<file path="config.mk">
export PLATFORM = sky130hd
export DESIGN_NAME = pulse_modulator_control_decode
export DESIGN_NICKNAME = d
export VERILOG_FILES = /design/src/pulse_modulator_pkg.sv /design/src/pulse_modulator_control_decode.sv /design/src/rate_divider.sv
export VERILOG_INCLUDE_DIRS = /design/src /design/src/src
export SDC_FILE = /design/constraint.sdc
export NUM_CORES = 1
export LEC_CHECK = 0
export ABC_CLOCK_PERIOD_IN_PS = 1660
export BUFFER_PORTS_ARGS = -buffer_cell sky130_fd_sc_hd__buf_2
export CAP_MARGIN = 20
export CORE_MARGIN = 2
export CORE_UTILIZATION = 45
export DETAILED_ROUTE_END_ITERATION = 8
export PLACE_DENSITY = 0.73
export SETUP_SLACK_MARGIN = 0.5
export SYNTH_ARGS = -nofsm -noshare
export SYNTH_HDL_FRONTEND = slang
export SYNTH_SLANG_ARGS = --single-unit
</file>
<file path="constraint.sdc">
create_clock -name SYS_CLK_IN -period 1.66 [get_ports SYS_CLK_IN]
set_input_delay 0.498 -clock SYS_CLK_IN [delete_from_list [all_inputs] [get_ports SYS_CLK_IN]]
set_output_delay 0.498 -clock SYS_CLK_IN [all_outputs]
set_load 0.005 [all_outputs]
</file>
<file path="src/pulse_modulator_consts.svh">
/*
  Constants for the pulse modulator control decode: register address,
  field positions, reset value, divider masks and duty settings.
  Assumes it is included by its bare name from files under src/.
*/
// Functional notes
// - Control bits 7..6 pick output rate: clock over 128, 64, 32, 16.
// - Control bits 5..4 set minimum duty: 0, 1/8, 1/4, 3/8.
// - Control bits 1..0 set pulse-skip duty: 1/8, 3/8, 5/8, 15/16.
// - Reset clears the whole control byte to zero.
`ifndef PULSE_MODULATOR_CONSTS_SVH
`define PULSE_MODULATOR_CONSTS_SVH

// ---------------------------------------------------------------------
// Register map
// ---------------------------------------------------------------------
`define CTRL_ADDR 9'h111
`define CTRL_RESET 8'h00
`define RDATA_IDLE 8'h00
`define RATE_HI 7
`define RATE_LO 6
`define FLOOR_HI 5
`define FLOOR_LO 4
`define CEIL_HI 3
`define CEIL_LO 2
`define SKIP_HI 1
`define SKIP_LO 0

// ---------------------------------------------------------------------
// Divider: period mask and half-period bit per rate code
// ---------------------------------------------------------------------
`define CNT_RESET 7'h00
`define CNT_STEP 7'h01
`define MASK_DIV128 7'h7F
`define MASK_DIV64 7'h3F
`define MASK_DIV32 7'h1F
`define MASK_DIV16 7'h0F
`define HALF_DIV128 7'h40
`define HALF_DIV64 7'h20
`define HALF_DIV32 7'h10
`define HALF_DIV16 7'h08

// ---------------------------------------------------------------------
// Duty settings in sixteenths of a period
// ---------------------------------------------------------------------
`define DUTY_ZERO 5'h00
`define FLOOR_C0 5'h00
`define FLOOR_C1 5'h02
`define FLOOR_C2 5'h04
`define FLOOR_C3 5'h06
`define CEIL_C0 5'h08
`define CEIL_C1 5'h0A
`define CEIL_C2 5'h0C
`define CEIL_C3 5'h0E
`define SKIP_C0 5'h02
`define SKIP_C1 5'h06
`define SKIP_C2 5'h0A
`define SKIP_C3 5'h0F

`endif

</file>
<file path="src/pulse_modulator_pkg.sv">
/*
  Types for the pulse modulator control decode.
  Assumes nothing of its surroundings.
*/
package pulse_modulator_pkg;

  // Output rate codes held in the two top control bits.
  typedef enum logic [1:0] {
    RATE_DIV128 = 2'b00,
    RATE_DIV64 = 2'b01,
    RATE_DIV32 = 2'b10,
    RATE_DIV16 = 2'b11
  } rate_sel_t;

  // State of the rate divider.
  typedef struct packed {
    logic [6:0] cnt;
    logic clk;
    logic tick;
  } div_state_t;

  // State of the control decode.
  typedef struct packed {
    logic [7:0] ctrl;
    logic [7:0] rdata;
    rate_sel_t rate;
    logic [4:0] floor_duty;
    logic [4:0] ceil_duty;
    logic [4:0] skip_duty;
  } ctl_state_t;

endpackage

</file>
<file path="src/pulse_modulator_control_decode.sv">
/*
  Control register and setting decode for a width / pulse-skip switching
  modulator: one byte written by software yields the output rate, the
  minimum and maximum duty for width mode and the pulse-skip duty.
  Assumes a plain register port whose strobes last one cycle, never
  coincide, and are synchronous to SYS_CLK_IN.
*/
// Design decisions made here: the register address and the strobed register port.
`timescale 1ns/1ps
`default_nettype none
`include "pulse_modulator_consts.svh"

module pulse_modulator_control_decode (
  input wire logic SYS_CLK_IN,
  input wire logic SRST_IN,
  input wire logic [8:0] ADDR_IN,
  input wire logic [7:0] WDATA_IN,
  input wire logic WR_IN,
  input wire logic RD_IN,
  output logic [7:0] RDATA_OUT,
  output logic [1:0] RATE_SEL_OUT,
  output logic RATE_CLK_OUT,
  output logic RATE_TICK_OUT,
  output logic [4:0] DUTY_FLOOR_OUT,
  output logic [4:0] DUTY_CEIL_OUT,
  output logic [4:0] SKIP_DUTY_OUT
);

  // ---------------------------------------------------------------------
  // Declarations
  // ---------------------------------------------------------------------
  pulse_modulator_pkg::ctl_state_t st_r;
  pulse_modulator_pkg::ctl_state_t st_nxt;
  logic ctrl_hit;
  logic [1:0] floor_code;
  logic [1:0] ceil_code;
  logic [1:0] skip_code;
  logic rate_change;

  // Address decode for the one mapped register.
  assign ctrl_hit = (ADDR_IN == `CTRL_ADDR);

  // Field extraction from the stored control byte.
  // Fields come from the stored byte, so settings lag a write by one edge.
  assign floor_code = st_r.ctrl[`FLOOR_HI:`FLOOR_LO];
  assign ceil_code = st_r.ctrl[`CEIL_HI:`CEIL_LO];
  assign skip_code = st_r.ctrl[`SKIP_HI:`SKIP_LO];

  // A new rate restarts the divider so the first period is whole.
  // Without it the divider would finish a period of the old length first,
  // and the downstream modulator would see one runt or stretched cycle.
  assign rate_change = (st_r.rate !=
    pulse_modulator_pkg::rate_sel_t'(st_r.ctrl[`RATE_HI:`RATE_LO]));

  // ---------------------------------------------------------------------
  // Next state
  // ---------------------------------------------------------------------
  // Stores writes, answers reads one cycle later and decodes the fields.
  // Read data falls back to zero after one cycle so a stale byte is never
  // taken for a fresh answer; reset wins over a write in the same cycle.
  always_comb begin
    st_nxt = st_r;
    st_nxt.rdata = `RDATA_IDLE;
    if (WR_IN && ctrl_hit) begin
      st_nxt.ctrl = WDATA_IN;
    end
    if (RD_IN && ctrl_hit) begin
      st_nxt.rdata = st_r.ctrl;
    end
    st_nxt.rate =
      pulse_modulator_pkg::rate_sel_t'(st_r.ctrl[`RATE_HI:`RATE_LO]);
    case (floor_code)
      2'b00: st_nxt.floor_duty = `FLOOR_C0;
      2'b01: st_nxt.floor_duty = `FLOOR_C1;
      2'b10: st_nxt.floor_duty = `FLOOR_C2;
      2'b11: st_nxt.floor_duty = `FLOOR_C3;
      default: st_nxt.floor_duty = `DUTY_ZERO;
    endcase
    // Ceiling codes 00 and 11 give one half and seven eighths of a period.
    case (ceil_code)
      2'b00: st_nxt.ceil_duty = `CEIL_C0;
      2'b01: st_nxt.ceil_duty = `CEIL_C1;
      2'b10: st_nxt.ceil_duty = `CEIL_C2;
      2'b11: st_nxt.ceil_duty = `CEIL_C3;
      default: st_nxt.ceil_duty = `CEIL_C0;
    endcase
    case (skip_code)
      2'b00: st_nxt.skip_duty = `SKIP_C0;
      2'b01: st_nxt.skip_duty = `SKIP_C1;
      2'b10: st_nxt.skip_duty = `SKIP_C2;
      2'b11: st_nxt.skip_duty = `SKIP_C3;
      default: st_nxt.skip_duty = `SKIP_C0;
    endcase
    if (SRST_IN) begin
      st_nxt.ctrl = `CTRL_RESET;
      st_nxt.rdata = `RDATA_IDLE;
      st_nxt.rate = pulse_modulator_pkg::RATE_DIV128;
      st_nxt.floor_duty = `FLOOR_C0;
      st_nxt.ceil_duty = `CEIL_C0;
      st_nxt.skip_duty = `SKIP_C0;
    end
  end

  // ---------------------------------------------------------------------
  // State register
  // ---------------------------------------------------------------------
  // Registers the whole control state on every edge.
  always_ff @(posedge SYS_CLK_IN) begin
    st_r <= st_nxt;
  end

  // ---------------------------------------------------------------------
  // Rate divider
  // ---------------------------------------------------------------------
  // Makes the rate clock and the rate tick from the decoded selection.
  // Reset reaches the divider directly, so its outputs clear on the same
  // edge as the control byte.
  rate_divider u_rate_divider (
    .clk_in(SYS_CLK_IN),
    .srst_in(SRST_IN),
    .restart_in(rate_change),
    .rate_in(st_r.rate),
    .rate_clk_out(RATE_CLK_OUT),
    .rate_tick_out(RATE_TICK_OUT)
  );

  // ---------------------------------------------------------------------
  // Outputs
  // ---------------------------------------------------------------------
  // Every output is a field of registered state: this block's, or the divider's for the rate clock and tick.
  // Nothing combinational reaches a pin, so downstream timing stays clean.
  assign RDATA_OUT = st_r.rdata;
  assign RATE_SEL_OUT = st_r.rate;
  assign DUTY_FLOOR_OUT = st_r.floor_duty;
  assign DUTY_CEIL_OUT = st_r.ceil_duty;
  assign SKIP_DUTY_OUT = st_r.skip_duty;

  // ---------------------------------------------------------------------
  // Checks
  // ---------------------------------------------------------------------
  // Properties watch the registered outputs; each is disabled in reset
  // unless it checks reset itself.
  // Reset held for two edges leaves the slowest rate and lowest settings one edge on.
  a_reset_clears_ctrl:
    assert property (@(posedge SYS_CLK_IN)
      SRST_IN ##1 SRST_IN |->
        st_r.ctrl == `CTRL_RESET && RATE_SEL_OUT == 2'b00 &&
        DUTY_FLOOR_OUT == `FLOOR_C0 && SKIP_DUTY_OUT == `SKIP_C0)
    else $error("Reset did not clear the control settings.");

  // The rate output follows the top two bits one edge after storage.
  a_rate_sel_follow:
    assert property (@(posedge SYS_CLK_IN) disable iff (SRST_IN)
      1'b1 |=> RATE_SEL_OUT == $past(st_r.ctrl[7:6]))
    else $error("Rate selection does not follow the control byte.");

  // At the fastest rate no tick follows a tick within the next eight cycles.
  a_tick_spacing_fast:
    assert property (@(posedge SYS_CLK_IN) disable iff (SRST_IN)
      RATE_TICK_OUT && RATE_SEL_OUT == 2'b11 && !rate_change |=>
        !RATE_TICK_OUT [*8])
    else $error("Rate tick came early at the fastest rate.");

  // Minimum duty is twice the code in sixteenths.
  a_floor_duty_decode:
    assert property (@(posedge SYS_CLK_IN) disable iff (SRST_IN)
      1'b1 |=> DUTY_FLOOR_OUT == {2'b00, $past(st_r.ctrl[5:4]), 1'b0})
    else $error("Minimum duty does not match its code.");

  // Maximum duty is half a period plus twice the code in sixteenths.
  a_ceil_duty_decode:
    assert property (@(posedge SYS_CLK_IN) disable iff (SRST_IN)
      1'b1 |=> DUTY_CEIL_OUT == {2'b01, $past(st_r.ctrl[3:2]), 1'b0})
    else $error("Maximum duty does not match its code.");

  // Pulse-skip duty takes the four fixed values, one per code.
  a_skip_duty_decode:
    assert property (@(posedge SYS_CLK_IN) disable iff (SRST_IN)
      1'b1 |=> SKIP_DUTY_OUT == (($past(st_r.ctrl[1:0]) == 2'b00) ? 5'h02 :
        ($past(st_r.ctrl[1:0]) == 2'b01) ? 5'h06 :
        ($past(st_r.ctrl[1:0]) == 2'b10) ? 5'h0A : 5'h0F))
    else $error("Pulse-skip duty does not match its code.");

  // A write reaches the decoded rate two edges after its strobe.
  a_write_to_rate:
    assert property (@(posedge SYS_CLK_IN) disable iff (SRST_IN)
      WR_IN && ctrl_hit ##1 !SRST_IN |=>
        RATE_SEL_OUT == $past(WDATA_IN[7:6], 2))
    else $error("Written rate did not reach the output.");

  // A read returns the byte one cycle later and only then.
  a_read_data_window:
    assert property (@(posedge SYS_CLK_IN) disable iff (SRST_IN)
      RD_IN && ctrl_hit |=>
        RDATA_OUT == $past(st_r.ctrl) ##1
        ($past(RD_IN && ctrl_hit) || RDATA_OUT == `RDATA_IDLE))
    else $error("Read data missing or held too long.");

  // Reset clears the read data and the divider outputs one edge on.
  a_reset_clears_outs:
    assert property (@(posedge SYS_CLK_IN)
      SRST_IN |=> RDATA_OUT == `RDATA_IDLE && !RATE_TICK_OUT &&
        !RATE_CLK_OUT && DUTY_CEIL_OUT == `CEIL_C0)
    else $error("Reset did not clear the outputs.");

  // A tick lasts one cycle only.
  a_tick_one_cycle:
    assert property (@(posedge SYS_CLK_IN) disable iff (SRST_IN)
      RATE_TICK_OUT |=> !RATE_TICK_OUT)
    else $error("Rate tick stood longer than one cycle.");

  // A change of rate restarts the divider with both outputs low.
  a_rate_restart:
    assert property (@(posedge SYS_CLK_IN) disable iff (SRST_IN)
      rate_change |=> !RATE_TICK_OUT && !RATE_CLK_OUT)
    else $error("Divider did not restart on a rate change.");

  // At the fastest rate the next tick comes exactly sixteen cycles on.
  a_tick_period_fast:
    assert property (@(posedge SYS_CLK_IN) disable iff (SRST_IN)
      RATE_TICK_OUT && RATE_SEL_OUT == 2'b11 && !rate_change ##1
        !rate_change [*8] ##1 !rate_change [*7] |=> RATE_TICK_OUT)
    else $error("Rate tick period is not sixteen cycles.");

endmodule // pulse_modulator_control_decode

`default_nettype wire

</file>
<file path="src/rate_divider.sv">
/*
  Divides the system clock by 128, 64, 32 or 16 into a square wave and a
  one-cycle tick at the end of each output period.
  Assumes a synchronous active-high reset and a restart pulse whenever
  the rate selection changes.
*/
`timescale 1ns/1ps
`default_nettype none
`include "pulse_modulator_consts.svh"

module rate_divider (
  input wire logic clk_in,
  input wire logic srst_in,
  input wire logic restart_in,
  input wire pulse_modulator_pkg::rate_sel_t rate_in,
  output logic rate_clk_out,
  output logic rate_tick_out
);

  pulse_modulator_pkg::div_state_t st_r;
  pulse_modulator_pkg::div_state_t st_nxt;
  logic [6:0] mask;
  logic [6:0] half;

  // ---------------------------------------------------------------------
  // Next state
  // ---------------------------------------------------------------------
  // Counts up; a restart clears the count so no runt period follows.
  always_comb begin
    case (rate_in)
      pulse_modulator_pkg::RATE_DIV128: begin
        mask = `MASK_DIV128;
        half = `HALF_DIV128;
      end
      pulse_modulator_pkg::RATE_DIV64: begin
        mask = `MASK_DIV64;
        half = `HALF_DIV64;
      end
      pulse_modulator_pkg::RATE_DIV32: begin
        mask = `MASK_DIV32;
        half = `HALF_DIV32;
      end
      pulse_modulator_pkg::RATE_DIV16: begin
        mask = `MASK_DIV16;
        half = `HALF_DIV16;
      end
      default: begin
        mask = `MASK_DIV128;
        half = `HALF_DIV128;
      end
    endcase
    st_nxt = st_r;
    if (srst_in || restart_in) begin
      st_nxt.cnt = `CNT_RESET;
      st_nxt.clk = 1'b0;
      st_nxt.tick = 1'b0;
    end else begin
      st_nxt.cnt = st_r.cnt + `CNT_STEP;
      st_nxt.clk = |(st_r.cnt & half);
      st_nxt.tick = ((st_r.cnt & mask) == mask);
    end
  end

  // ---------------------------------------------------------------------
  // State register
  // ---------------------------------------------------------------------
  // Registers the whole divider state on every edge.
  always_ff @(posedge clk_in) begin
    st_r <= st_nxt;
  end

  assign rate_clk_out = st_r.clk;
  assign rate_tick_out = st_r.tick;

endmodule // rate_divider

`default_nettype wire

</file>
==> results by group, run 1 <==
CTS
  • Clk root buf: clkbuf_4
  • Clk pin slew, worst setup/hold paths: approximately 0.1 ns
  • Cts hold-fix bufs: 0
  • Num CTS Buffers: 5
  • CTS sink count: 34
  • TritonCTS clock tree: done
  • Worst-skew pair later-pin latency: ~0.34 ns
  • H-tree levels: 2
  • Max Root-Sink Buffers: 2

Placed design
  • GPL Wtd Cong: 0.728
  • Buffers on Ports: 39
  • Dpl ws: 0.123 ns
  • Final HPWL DP: about 1.5 mm
  • Placement Cell Area: about 1500 um2

STA
  • Fmax: about 760 MHz
  • Unrepaired setup endpoints after global routing: true
  • # setup viols final: 0
  • Setup Skew: 0.0148 ns
  • Final setup margin: 0.342 ns
  • Pins Over Slew Limit: 0
  • Final worst path period share: 0.794
  • Post-Route Setup TNS: 0 ns
  • Hold WS: 0.421 ns
  • Hold Violations, Final: 0
  • Post-route minimum period: 1.32 ns

GRT
  • Initial antenna violation count: 0
  • Grt total ovfl: 0
  • Gr usage total: 0.123
  • M3 GR Usage: 0.0714
  • Global Route met1 Usage: 0.132
  • First-pass GRT wire length: 3.14 mm
  • Global-route met2 utilization: 0.185
  • Largest net degree at the start of global routing: 16
  • Vias in the first global route: 762
  • Grt peak-use layer: met2

Final layout
  • Area growth, synth to finish: 20.2%
  • Multi-input logic area: between 500 and 600 um2
  • Diodes inserted: 0
  • Reg area: roughly 700 um2
  • Nets: about 190
  • Share of layout cells above drive strength 1: 0.424
  • Fillers: 271
  • Cell area after layout: 1680 um2

Setup path
  • Worst-path maximum fanout: 3
  • Required @ worst endpoint: 1.16 ns
  • Highest-delay cell along the critical path: dfxtp_4
  • Crit path cell chain: buf_6
  • Max stage delay on crit path: between 0.3 and 0.4 ns
  • WP data arrival: 0.82 ns
  • CP startpoint kind: flip-flop
  • Crit path kind: reg -> out
  • Crit path max-delay family: flip-flops
  • FF-to-FF path depth: 3
  • CP Capture Type: output port
  • WP depth: 1
  • CP bufs+invs: 1

Drt
  • Initial DRC Count: 47
  • First-pass DRT Iterations: 4
  • Via Count: roughly 950
  • WL/cell: 11.2 um
  • Post-route DRC: 0
  • Post-DR vias/cell: 4.63
  • Drt total wl: approximately 2.3 mm
  • Detail Route Antenna Nets: 0

Die
  • FP Rows: 20
  • Initial core utilization: 0.466
  • Die area: 3570 um2
  • # IOs: 48
  • Die width: 59.8 um
  • Die Height: 59.8 um
  • CORE AREA: approximately 3000 um2

Synthesis
  • Flop and latch count out of synthesis: 34
  • Post-synthesis mux area share: 0.0760
  • Prevailing post-synth register cell: dfxtp_1
  • Synthesized area per cell: 9.99 um2
  • Synth Area in Simple Gates: 0.189
  • Synth Area in XOR/XNOR: 0.0313
  • Number of flops mapped to enable cells by yosys: 0
  • Adder-Cell Fraction of Synth Area: 0.00894
  • Netlist cell types: 28
  • Sequential area share after synthesis: 0.487
  • Synth warn: 0
  • Netlist Area Pre-Place: 1400 um2
  • Largest family of logic cells by synthesized area: simple AND/OR/NAND/NOR gates
  • Cells after synthesis: 140
  • Post-synthesis compound-gate area fraction: 0.0286
  • Async set or reset register ratio after synthesis: 0

Pwr
  • Worst VDD drop: 459 uV
  • Pwr/cell area: 786 nW/um2
  • Total design power: between 1 and 1.5 mW
  • Leak: ~0.80 nW

Outcome
  • Outcome: finished clean

Hold path
  • Hold path depth: 3
  • Hold Crit Class: in -> reg

Run
  • MaxCap Viol Count: 0
==> power breakdown <==
group | internal (mW) | total [mW] | switching [mW]
registers | 0.819 | 0.826 | 0.00730
logic | 0.0461 | 0.0797 | 0.0336
clock network | 0.160 | 0.415 | 0.256
==> layer usage <==
layer  wire length [um]  up-vias
met5                  0        -
met4                 25        0
met3                158        4
met2               1150       39
met1                970      434
li1                   -      472
==> cells in the final DEF, fill, tap and decap left out, types with 3 or more instances in the layout <==
master and count:
buf_4 5, dfxtp_2 6, conb_1 8, nor2_1 14, inv_1 9, mux2i_1 8
clkbuf_4 5, o21ai_0 3, xor2_1 4, dfxtp_4 3, nand2b_1 15, buf_2 32
buf_6 9, dfxtp_1 25
==> per-stage QoR <==
| step | std cells | util |
|---|---|---|
| 2_1_floorplan | 146 | - |
| 3_3_place_gp | 192 | 0.498 |
| 3_5_place_dp | 192 | 0.498 |
| 4_1_cts | 203 | 0.535 |
| 5_1_grt | 205 | 0.560 |
| 6_report | 205 | 0.560 |
==> sequential cells by signal (all words and copies together) (netlist names) <==
| register | cells |
|---|---|
| DUTY_CEIL_OUT | 2 |
| DUTY_FLOOR_OUT | 2 |
| RATE_SEL_OUT | 2 |
| RDATA_OUT | 8 |
| SKIP_DUTY_OUT | 3 |
| ceil_code | 2 |
| floor_code | 2 |
| skip_code | 2 |
| st_r | 2 |
| u_rate_divider.rate_clk_out | 1 |
| u_rate_divider.rate_tick_out | 1 |
| u_rate_divider.st_r | 7 |
==> cell type report <==
class,instances,share of cell area
repair buffers,46,0.178
flip-flops and latches,34,0.416
multi-input cells,76,0.335
inverters,9,0.0201
well taps,33,0.0246
clock buffers,7,0.0268
==> cells by family (layout without fill, tap and decap cells) <==
group / Yosys count / in the layout
compound gates: 7 / 7
xor+xnor: 5 / 5
fa+ha+maj: 1 / 1
buf+inv: 37 / 62
flops: 34 / 34
mux: 9 / 9
other cells: 2 / 8
simple gates: 45 / 46
==> worst paths after layout <==
path	from	to	slack [ns]
worst max-delay path	RATE_SEL_OUT[1]$_SDFF_PP0_	RATE_SEL_OUT[1]	0.34
worst min-delay path	WDATA_IN[5]	floor_code[1]$_SDFFE_PP0P_	0.42
worst max register to register	RATE_SEL_OUT[0]$_SDFF_PP0_	u_rate_divider.rate_clk_out$_SDFF_PP0_	0.44
worst min register to register	u_rate_divider.st_r[2]$_SDFF_PP0_	u_rate_divider.st_r[2]$_SDFF_PP0_	0.44
==> cells in the mapped netlist, drive strengths merged, types with 2 or more instances <==
cell type	number	area (um2)
dfxtp	34	681
nor2	14	52.6
inv	9	33.8
a21oi	3	15.0
conb	2	7.51
nand3	2	10.0
mux2i	8	80.1
or3	3	18.8
nand2b	15	93.8
o21ai	3	15.0
buf	27	206
xor2	4	35.0
nand2	2	7.51
==> repair_timing <==
| item | in CTS | in global routing |
|---|---|---|
| endpoints found under the setup margin | 39 | 31 |
| pin swaps | 4 | 5 |
| cloned | 0 | 1 |
| setup buffers | 4 | 1 |
| hold endpoints to repair | 0 | 0 |
| gates resized for setup | 11 | 15 |
Note: power is estimated with default switching activity, not from simulation.
==> inputs of run 2 (changes only) <==
- ABC_CLOCK_PERIOD_IN_PS: 1660 -> 1300
- clock period: 1.66 -> 1.3 ns (I/O delays scaled with it)
==> results by group, run 2 (synthesis gave the netlist of run 1 again) <==
Outcome
  • Outcome: finished clean

Drt
  • Detail Route Antenna Nets: 0 (unchanged)
  • WL/cell: 10.8 um (-3.3%)
  • Initial DRC Count: 12 (-74%)
  • Via Count: 937 (-1.3%)
  • First-pass DRT Iterations: 4 (unchanged)
  • Post-route DRC: 0 (unchanged)
  • Post-DR vias/cell: 4.57 (-1.3%)
  • Drt total wl: 2.22 mm (-3.3%)

Die
  • CORE AREA: 3000 um2 (unchanged)
  • Die width: 59.8 um (unchanged)
  • FP Rows: 20 (unchanged)
  • Die area: 3570 um2 (unchanged)
  • Die Height: 59.8 um (unchanged)
  • Initial core utilization: 0.466 (unchanged)
  • # IOs: 48 (unchanged)

Placed design
  • Final HPWL DP: 1.65 mm (+8.2%)
  • GPL Wtd Cong: 0.681 (-6.5%)
  • Buffers on Ports: 39 (unchanged)

STA
  • Hold Violations, Final: 0 (unchanged)
  • Fmax: 804 MHz
  • Final worst path period share: 0.956
  • Setup Skew: 0.00922 ns (-0.00559 ns)
  • Unrepaired setup endpoints after global routing: true
  • Hold WS: 0.311 ns (-0.110 ns)
  • # setup viols final: 0 (unchanged)
  • Post-route minimum period: 1.24 ns
  • Pins Over Slew Limit: 0 (unchanged)

Pwr
  • Switching power: 0.379 mW (+28%)
  • Pint: 1.37 mW (+33%)
  • Switch share: 0.217 (-0.00758)
  • Total design power: 1.74 mW (+32%)
  • Leak: 0.809 nW (+1.6%)
  • Seq pwr share: 0.605 (-0.020)
  • Pwr/cell area: 1020 nW/um2 (+29%)
  • Worst VDD drop: 548 uV (+20%)
  • Clk pwr share: 0.338 (+0.024)
  • Comb power frac: 0.057 (-0.003)

Final layout
  • Nets: 193 (-0.52%)
  • Share of layout cells above drive strength 1: 0.453 (+0.0291)
  • Most common cell after layout, fill and taps aside: buf_2
  • Most frequent cells in the layout: 35 x buf_2, 29 x dfxtp_1, 14 x nand2b_1
  • Fillers: 284 (+4.8%)
  • Max reg flops: 8 (unchanged)
  • Diodes inserted: 0 (unchanged)
  • Area growth, synth to finish: 22.8%

Setup path
  • Max stage delay on crit path: 0.40 ns (+0.03 ns)
  • Crit path cell chain: xor2_1 -> or3_4 -> buf_6 -> nor2_1
  • CP bufs+invs: 1 (unchanged)
  • FF-to-FF setup slack: 0.06 ns (-0.38 ns)
  • Crit path max-delay family: simple AND/OR/NAND/NOR gates
  • Crit path kind: reg -> reg
  • FF-to-FF path depth: 4 (+1)
  • WP data arrival: 1.50 ns (+0.68 ns)
  • CP Capture Type: flip-flop
  • R2R Path Start: RATE_SEL_OUT[0]$_SDFF_PP0_
  • Required @ worst endpoint: 1.56 ns (+0.40 ns)
  • Worst setup startpoint: RATE_SEL_OUT[0]$_SDFF_PP0_
  • CP startpoint kind: flip-flop
  • Reg2reg end: u_rate_divider.st_r[2]$_SDFF_PP0_
  • WP depth: 4 (+3)
  • Highest-delay cell along the critical path: or3_4
  • Critical path destination: u_rate_divider.st_r[2]$_SDFF_PP0_
  • Worst-path maximum fanout: 7 (+4)

Hold path
  • Hold Crit Class: in -> reg
  • Hold_sp: WDATA_IN[0]

CTS
  • Max Root-Sink Buffers: 2 (unchanged)
  • H-tree levels: 2 (unchanged)
  • Clk pin slew, worst setup/hold paths: 0.10 ns (about the same)
  • Num CTS Buffers: 5 (unchanged)
  • Clk root buf: clkbuf_4
  • CTS sink count: 34 (unchanged)
  • TritonCTS clock tree: done
  • Worst-skew pair later-pin latency: 0.33 ns (about the same)

GRT
  • Initial antenna violation count: 0 (unchanged)
  • Largest net degree at the start of global routing: 17 (+1)
  • First-pass GRT wire length: 3.64 mm (+16%)
  • Gr usage total: 0.142 (+0.0192)
  • Vias in the first global route: 893 (+17%)
  • Grt total ovfl: 0 (unchanged)

Run
  • MaxCap Viol Count: 0 (unchanged)
run 2: changes by cell type in the layout (fill, tap and decap cells not counted), sizes merged:
cell    delta
or3        -1
clkinv     +1
run 2: stage by stage:
step	cells	setup TNS [ns]	setup WS [ns]	cell area (um2)	util
floorplan	146	0	0.0701	1490	-
CTS	205	0	0.0702	1670	0.555
detailed placement	196	-0.984	-0.138	1550	0.515
global route	205	0	0.0279	1720	0.572
finish	205	0	0.0569	1720	0.572
global placement	196	-0.681	-0.0873	1550	0.515
run 2: layer usage:
layer / up-vias / share of wire / track usage
met5: - / 0 / 0
met4: 0 / 0.0094 / 0.0476
met3: 3 / 0.066 / 0.0801
met2: 31 / 0.51 / 0.217
met1: 429 / 0.41 / 0.168
li1: 474 / - / -
run 2: final cells by class:
cell class	count	area [um2]	area share
clock inverter	1	5.00	0.00291
tap	33	41.3	0.0240
timing repair buffer	46	292	0.170
sequential	34	692	0.403
inverter	9	33.8	0.0197
clock buffer	7	55.1	0.0320
multi-input combinational	75	599	0.349
run 2: power by group through the flow:
stage / registers (mW) / logic [mW] / clock network (mW)
2_1_floorplan: 1.08 / 0.0681 / 0
3_3_place_gp: 1.08 / 0.0876 / 0
3_5_place_dp: 1.08 / 0.0909 / 0
4_1_cts: 1.06 / 0.0990 / 0.620
5_1_grt: 1.06 / 0.111 / 0.671
6_report: 1.06 / 0.0994 / 0.590
run 2: worst min path at each step:
stage | cells after the start | end | slack [ns]
2_1_floorplan | 1 | u_rate_divider.st_r[2]$_SDFF_PP0_ | 0.42
3_3_place_gp | 1 | u_rate_divider.st_r[2]$_SDFF_PP0_ | 0.43
3_5_place_dp | 1 | u_rate_divider.st_r[2]$_SDFF_PP0_ | 0.44
4_1_cts | 3 | skip_code[0]$_SDFFE_PP0P_ | 0.30
5_1_grt | 3 | skip_code[0]$_SDFFE_PP0P_ | 0.30
6_report | 3 | skip_code[0]$_SDFFE_PP0P_ | 0.31
run 2: worst register-to-register path: stages (launching register included):
cell     delay [ns]
dfxtp_4        0.37
xor2_1         0.16
or3_4          0.40
buf_6          0.15
nor2_1         0.09
run 2: what timing repair did:
| action | 4_1_cts | 5_1_grt |
|---|---|---|
| cloned | 0 | 0 |
| hold buffers | 0 | 0 |
| gates resized for setup | 11 | 15 |
| endpoints found under the setup margin | 44 | 45 |
| pin swaps | 6 | 3 |
| setup buffers | 1 | 0 |
==> inputs of run 3 (changes only) <==
- ABC_AREA: default -> 1
- CORE_ASPECT_RATIO: default -> 1.1
- CTS_BUF_LIST: default -> sky130_fd_sc_hd__clkbuf_16
- PLACE_DENSITY: 0.73 -> 0.71
==> results by group, run 3 <==
Synthesis
  • Most numerous cell in the Yosys netlist: nor2_1
  • Netlist cell types: 26 (-7.1%)
  • Netlist Area Pre-Place: 1610 um2 (+15%)
  • Top post-synthesis cells by area: dfxtp_1 42%, buf_4 12%, nor2_1 8.2%
  • Synth warn: 0 (unchanged)
  • Sequential area share after synthesis: 0.422 (-0.0642)
  • Flop and latch count out of synthesis: 34 (unchanged)
  • Cells after synthesis: 193 (+38%)
  • Prevailing post-synth register cell: dfxtp_1
  • Number of flops mapped to enable cells by yosys: 0 (unchanged)
  • Synthesized area per cell: 8.35 um2 (-16%)
  • Area share of the largest cell type after synthesis: 0.422 (-0.0642)
  • Async set or reset register ratio after synthesis: 0 (unchanged)
  • Commonest cells in the netlist: 35 x nor2_1, 34 x dfxtp_1, 26 x buf_4, 26 x inv_1, 17 x nand2_1
  • Post-synth top area cell: dfxtp_1

Pwr
  • Pint: 2.24 mW (+64%)
  • Seq pwr share: 0.377 (-0.228)
  • Comb power frac: 0.073 (+0.016)
  • Leak: 1.04 nW (+29%)
  • Worst VDD drop: 599 uV (+9.3%)
  • Clk pwr share: 0.551 (+0.213)
  • Switching power: 0.566 mW (+49%)
  • Switch share: 0.202 (-0.0153)
  • Pwr/cell area: 1240 nW/um2 (+22%)

GRT
  • Global Route met1 Usage: 0.182 (+0.0138)
  • Gr usage total: 0.165 (+0.0227)
  • First-pass GRT wire length: 4.80 mm (+32%)
  • Initial antenna violation count: 0 (unchanged)
  • Vias in the first global route: 1154 (+29%)
  • Global-route met2 utilization: 0.259 (+0.0419)
  • Grt peak-use layer: met2
  • M3 GR Usage: 0.0641 (-0.0160)
  • Grt total ovfl: 0 (unchanged)
  • Largest net degree at the start of global routing: 18 (+1)

Drt
  • Detail Route Antenna Nets: 0 (unchanged)
  • Drt total wl: 2.99 mm (+34%)
  • WL/cell: 10.8 um (-0.14%)
  • Post-route DRC: 0 (unchanged)
  • First-pass DRT Iterations: 4 (unchanged)
  • Via Count: 1226 (+31%)
  • Initial DRC Count: 35 (+23)
  • Post-DR vias/cell: 4.44 (-2.8%)

Die
  • CORE AREA: 3390 um2 (+13%)
  • Die Height: 66.8 um (+12%)
  • Die width: 61.1 um (+2.2%)
  • FP Rows: 22 (+10%)
  • Die area: 4080 um2 (+14%)
  • Initial core utilization: 0.476 (+0.0101)
  • # IOs: 48 (unchanged)

STA
  • Pins Over Slew Limit: 0 (unchanged)
  • # setup viols final: 0 (unchanged)
  • Post-route minimum period: 1.15 ns (-0.0975 ns)
  • Fmax: 873 MHz (+8.5%)
  • Post-Route Setup TNS: 0 ns (unchanged)
  • Final worst path period share: 0.881 (-0.0750)
  • Unrepaired setup endpoints after global routing: true
  • Setup Skew: 0.00595 ns (-0.00327 ns)
  • Hold Violations, Final: 0 (unchanged)

CTS
  • Max Root-Sink Buffers: 2 (unchanged)
  • H-tree levels: 2 (unchanged)
  • Worst-skew pair later-pin latency: 0.28 ns (-0.05 ns)
  • Num CTS Buffers: 5 (unchanged)
  • TritonCTS clock tree: done
  • Clk root buf: clkbuf_16
  • Cts hold-fix bufs: 0 (unchanged)
  • Clk pin slew, worst setup/hold paths: 0.06 ns (-0.04 ns)
  • CTS sink count: 34 (unchanged)

Final layout
  • Nets: 249 (+29%)
  • Max reg flops: 8 (unchanged)
  • Most common cell after layout, fill and taps aside: buf_2
  • Fin util: 0.669 (+0.0972)
  • Diodes inserted: 0 (unchanged)
  • Most frequent cells in the layout: 25 x buf_2, 23 x dfxtp_1, 22 x nor2_1
  • Share of layout cells above drive strength 1: 0.539 (+0.0860)
  • Area growth, synth to finish: 40.6%

Setup path
  • Crit path cell chain: buf_6
  • Max stage delay on crit path: 0.36 ns (-0.04 ns)
  • Crit path max-delay family: flip-flops
  • Crit path kind: reg -> out
  • CP bufs+invs: 1 (unchanged)
  • CP Capture Type: output port
  • Required @ worst endpoint: 0.91 ns (-0.65 ns)
  • Worst-path maximum fanout: 4 (-3)
  • CP startpoint kind: flip-flop
  • Highest-delay cell along the critical path: dfxtp_4
  • WP data arrival: 0.76 ns (-0.74 ns)

Outcome
  • Outcome: finished clean

Run
  • MaxCap Viol Count: 0 (unchanged)

Hold path
  • Hold Crit Class: in -> reg

Placed design
  • Final HPWL DP: 1.91 mm (+16%)
  • Buffers on Ports: 39 (unchanged)
  • GPL Wtd Cong: 0.787 (+15%)
run 3: cell count changes in the layout (fill, tap and decap cells not counted), sizes merged, moves of 7 or more:
cell    delta
nand2     +17
inv       +21
nor2      +27
nand4      +7
nor3      +10
nand2b    -15
mux2i      -8
run 3: routing by layer:
| metal | share of wire | wire length (um) |
|---|---|---|
| met1 | 0.41 | 1230 |
| met2 | 0.50 | 1490 |
| met5 | 0 | 0 |
| met4 | 0.030 | 89 |
| met3 | 0.062 | 184 |
run 3: cells by family after synthesis:
family / after synthesis / share of synthesized area
AND/OR/NAND/NOR: 85 / 0.324
adder cells (fa/ha/maj): 1 / 0.00776
AO/OA/AOI/OAI: 11 / 0.0357
XOR/XNOR: 1 / 0.00544
other: 2 / 0.00466
flip-flops: 34 / 0.422
buffers and inverters: 59 / 0.200
run 3: cell type report:
class	count	area, um2
fill	279	1120
multi-input combinational	107	785
sequential	34	699
timing repair buffer	48	374
inverter	31	154
clock buffer	5	125
clock inverter	3	68.8
tap	48	60.1
run 3: final timing paths:
check,startpoint,to,slack (ns),cells after the start
worst max-delay path,RATE_SEL_OUT[0]$_SDFF_PP0_,RATE_SEL_OUT[0],0.15,1
worst min register to register,ceil_code[0]$_SDFFE_PP0P_,DUTY_CEIL_OUT[1]$_SDFF_PP0_,0.46,2
worst max register to register,u_rate_divider.st_r[2]$_SDFF_PP0_,u_rate_divider.st_r[6]$_SDFF_PP0_,0.18,6
worst min-delay path,WDATA_IN[0],skip_code[0]$_SDFFE_PP0P_,0.45,5
run 3: through the flow:
step	setup WS, ns	area (um2)	hold WS (ns)	power [mW]	instances
after floorplan	0.256	1740	0.420	1.20	199
after global placement	0.0602	1800	0.429	1.23	260
after detailed placement	0.00178	1800	0.438	1.24	260
after CTS	0.155	2170	0.453	2.79	275
after global routing	0.120	2270	0.472	2.89	276
final	0.154	2270	0.452	2.80	276
run 3: what timing repair did:
item / CTS / global route
buffers inserted: 6 / 1
pin swaps: 20 / 6
resized for setup: 35 / 29
endpoints found under the setup margin: 44 / 44
gates cloned: 1 / 0
run 3: power by group through the flow:
stage / sequential [mW] / combinational [mW] / clock [mW]
2_1_floorplan: 1.08 / 0.123 / 0
3_3_place_gp: 1.08 / 0.154 / 0
3_5_place_dp: 1.08 / 0.156 / 0
4_1_cts: 1.06 / 0.188 / 1.55
5_1_grt: 1.06 / 0.224 / 1.61
6_report: 1.06 / 0.204 / 1.54
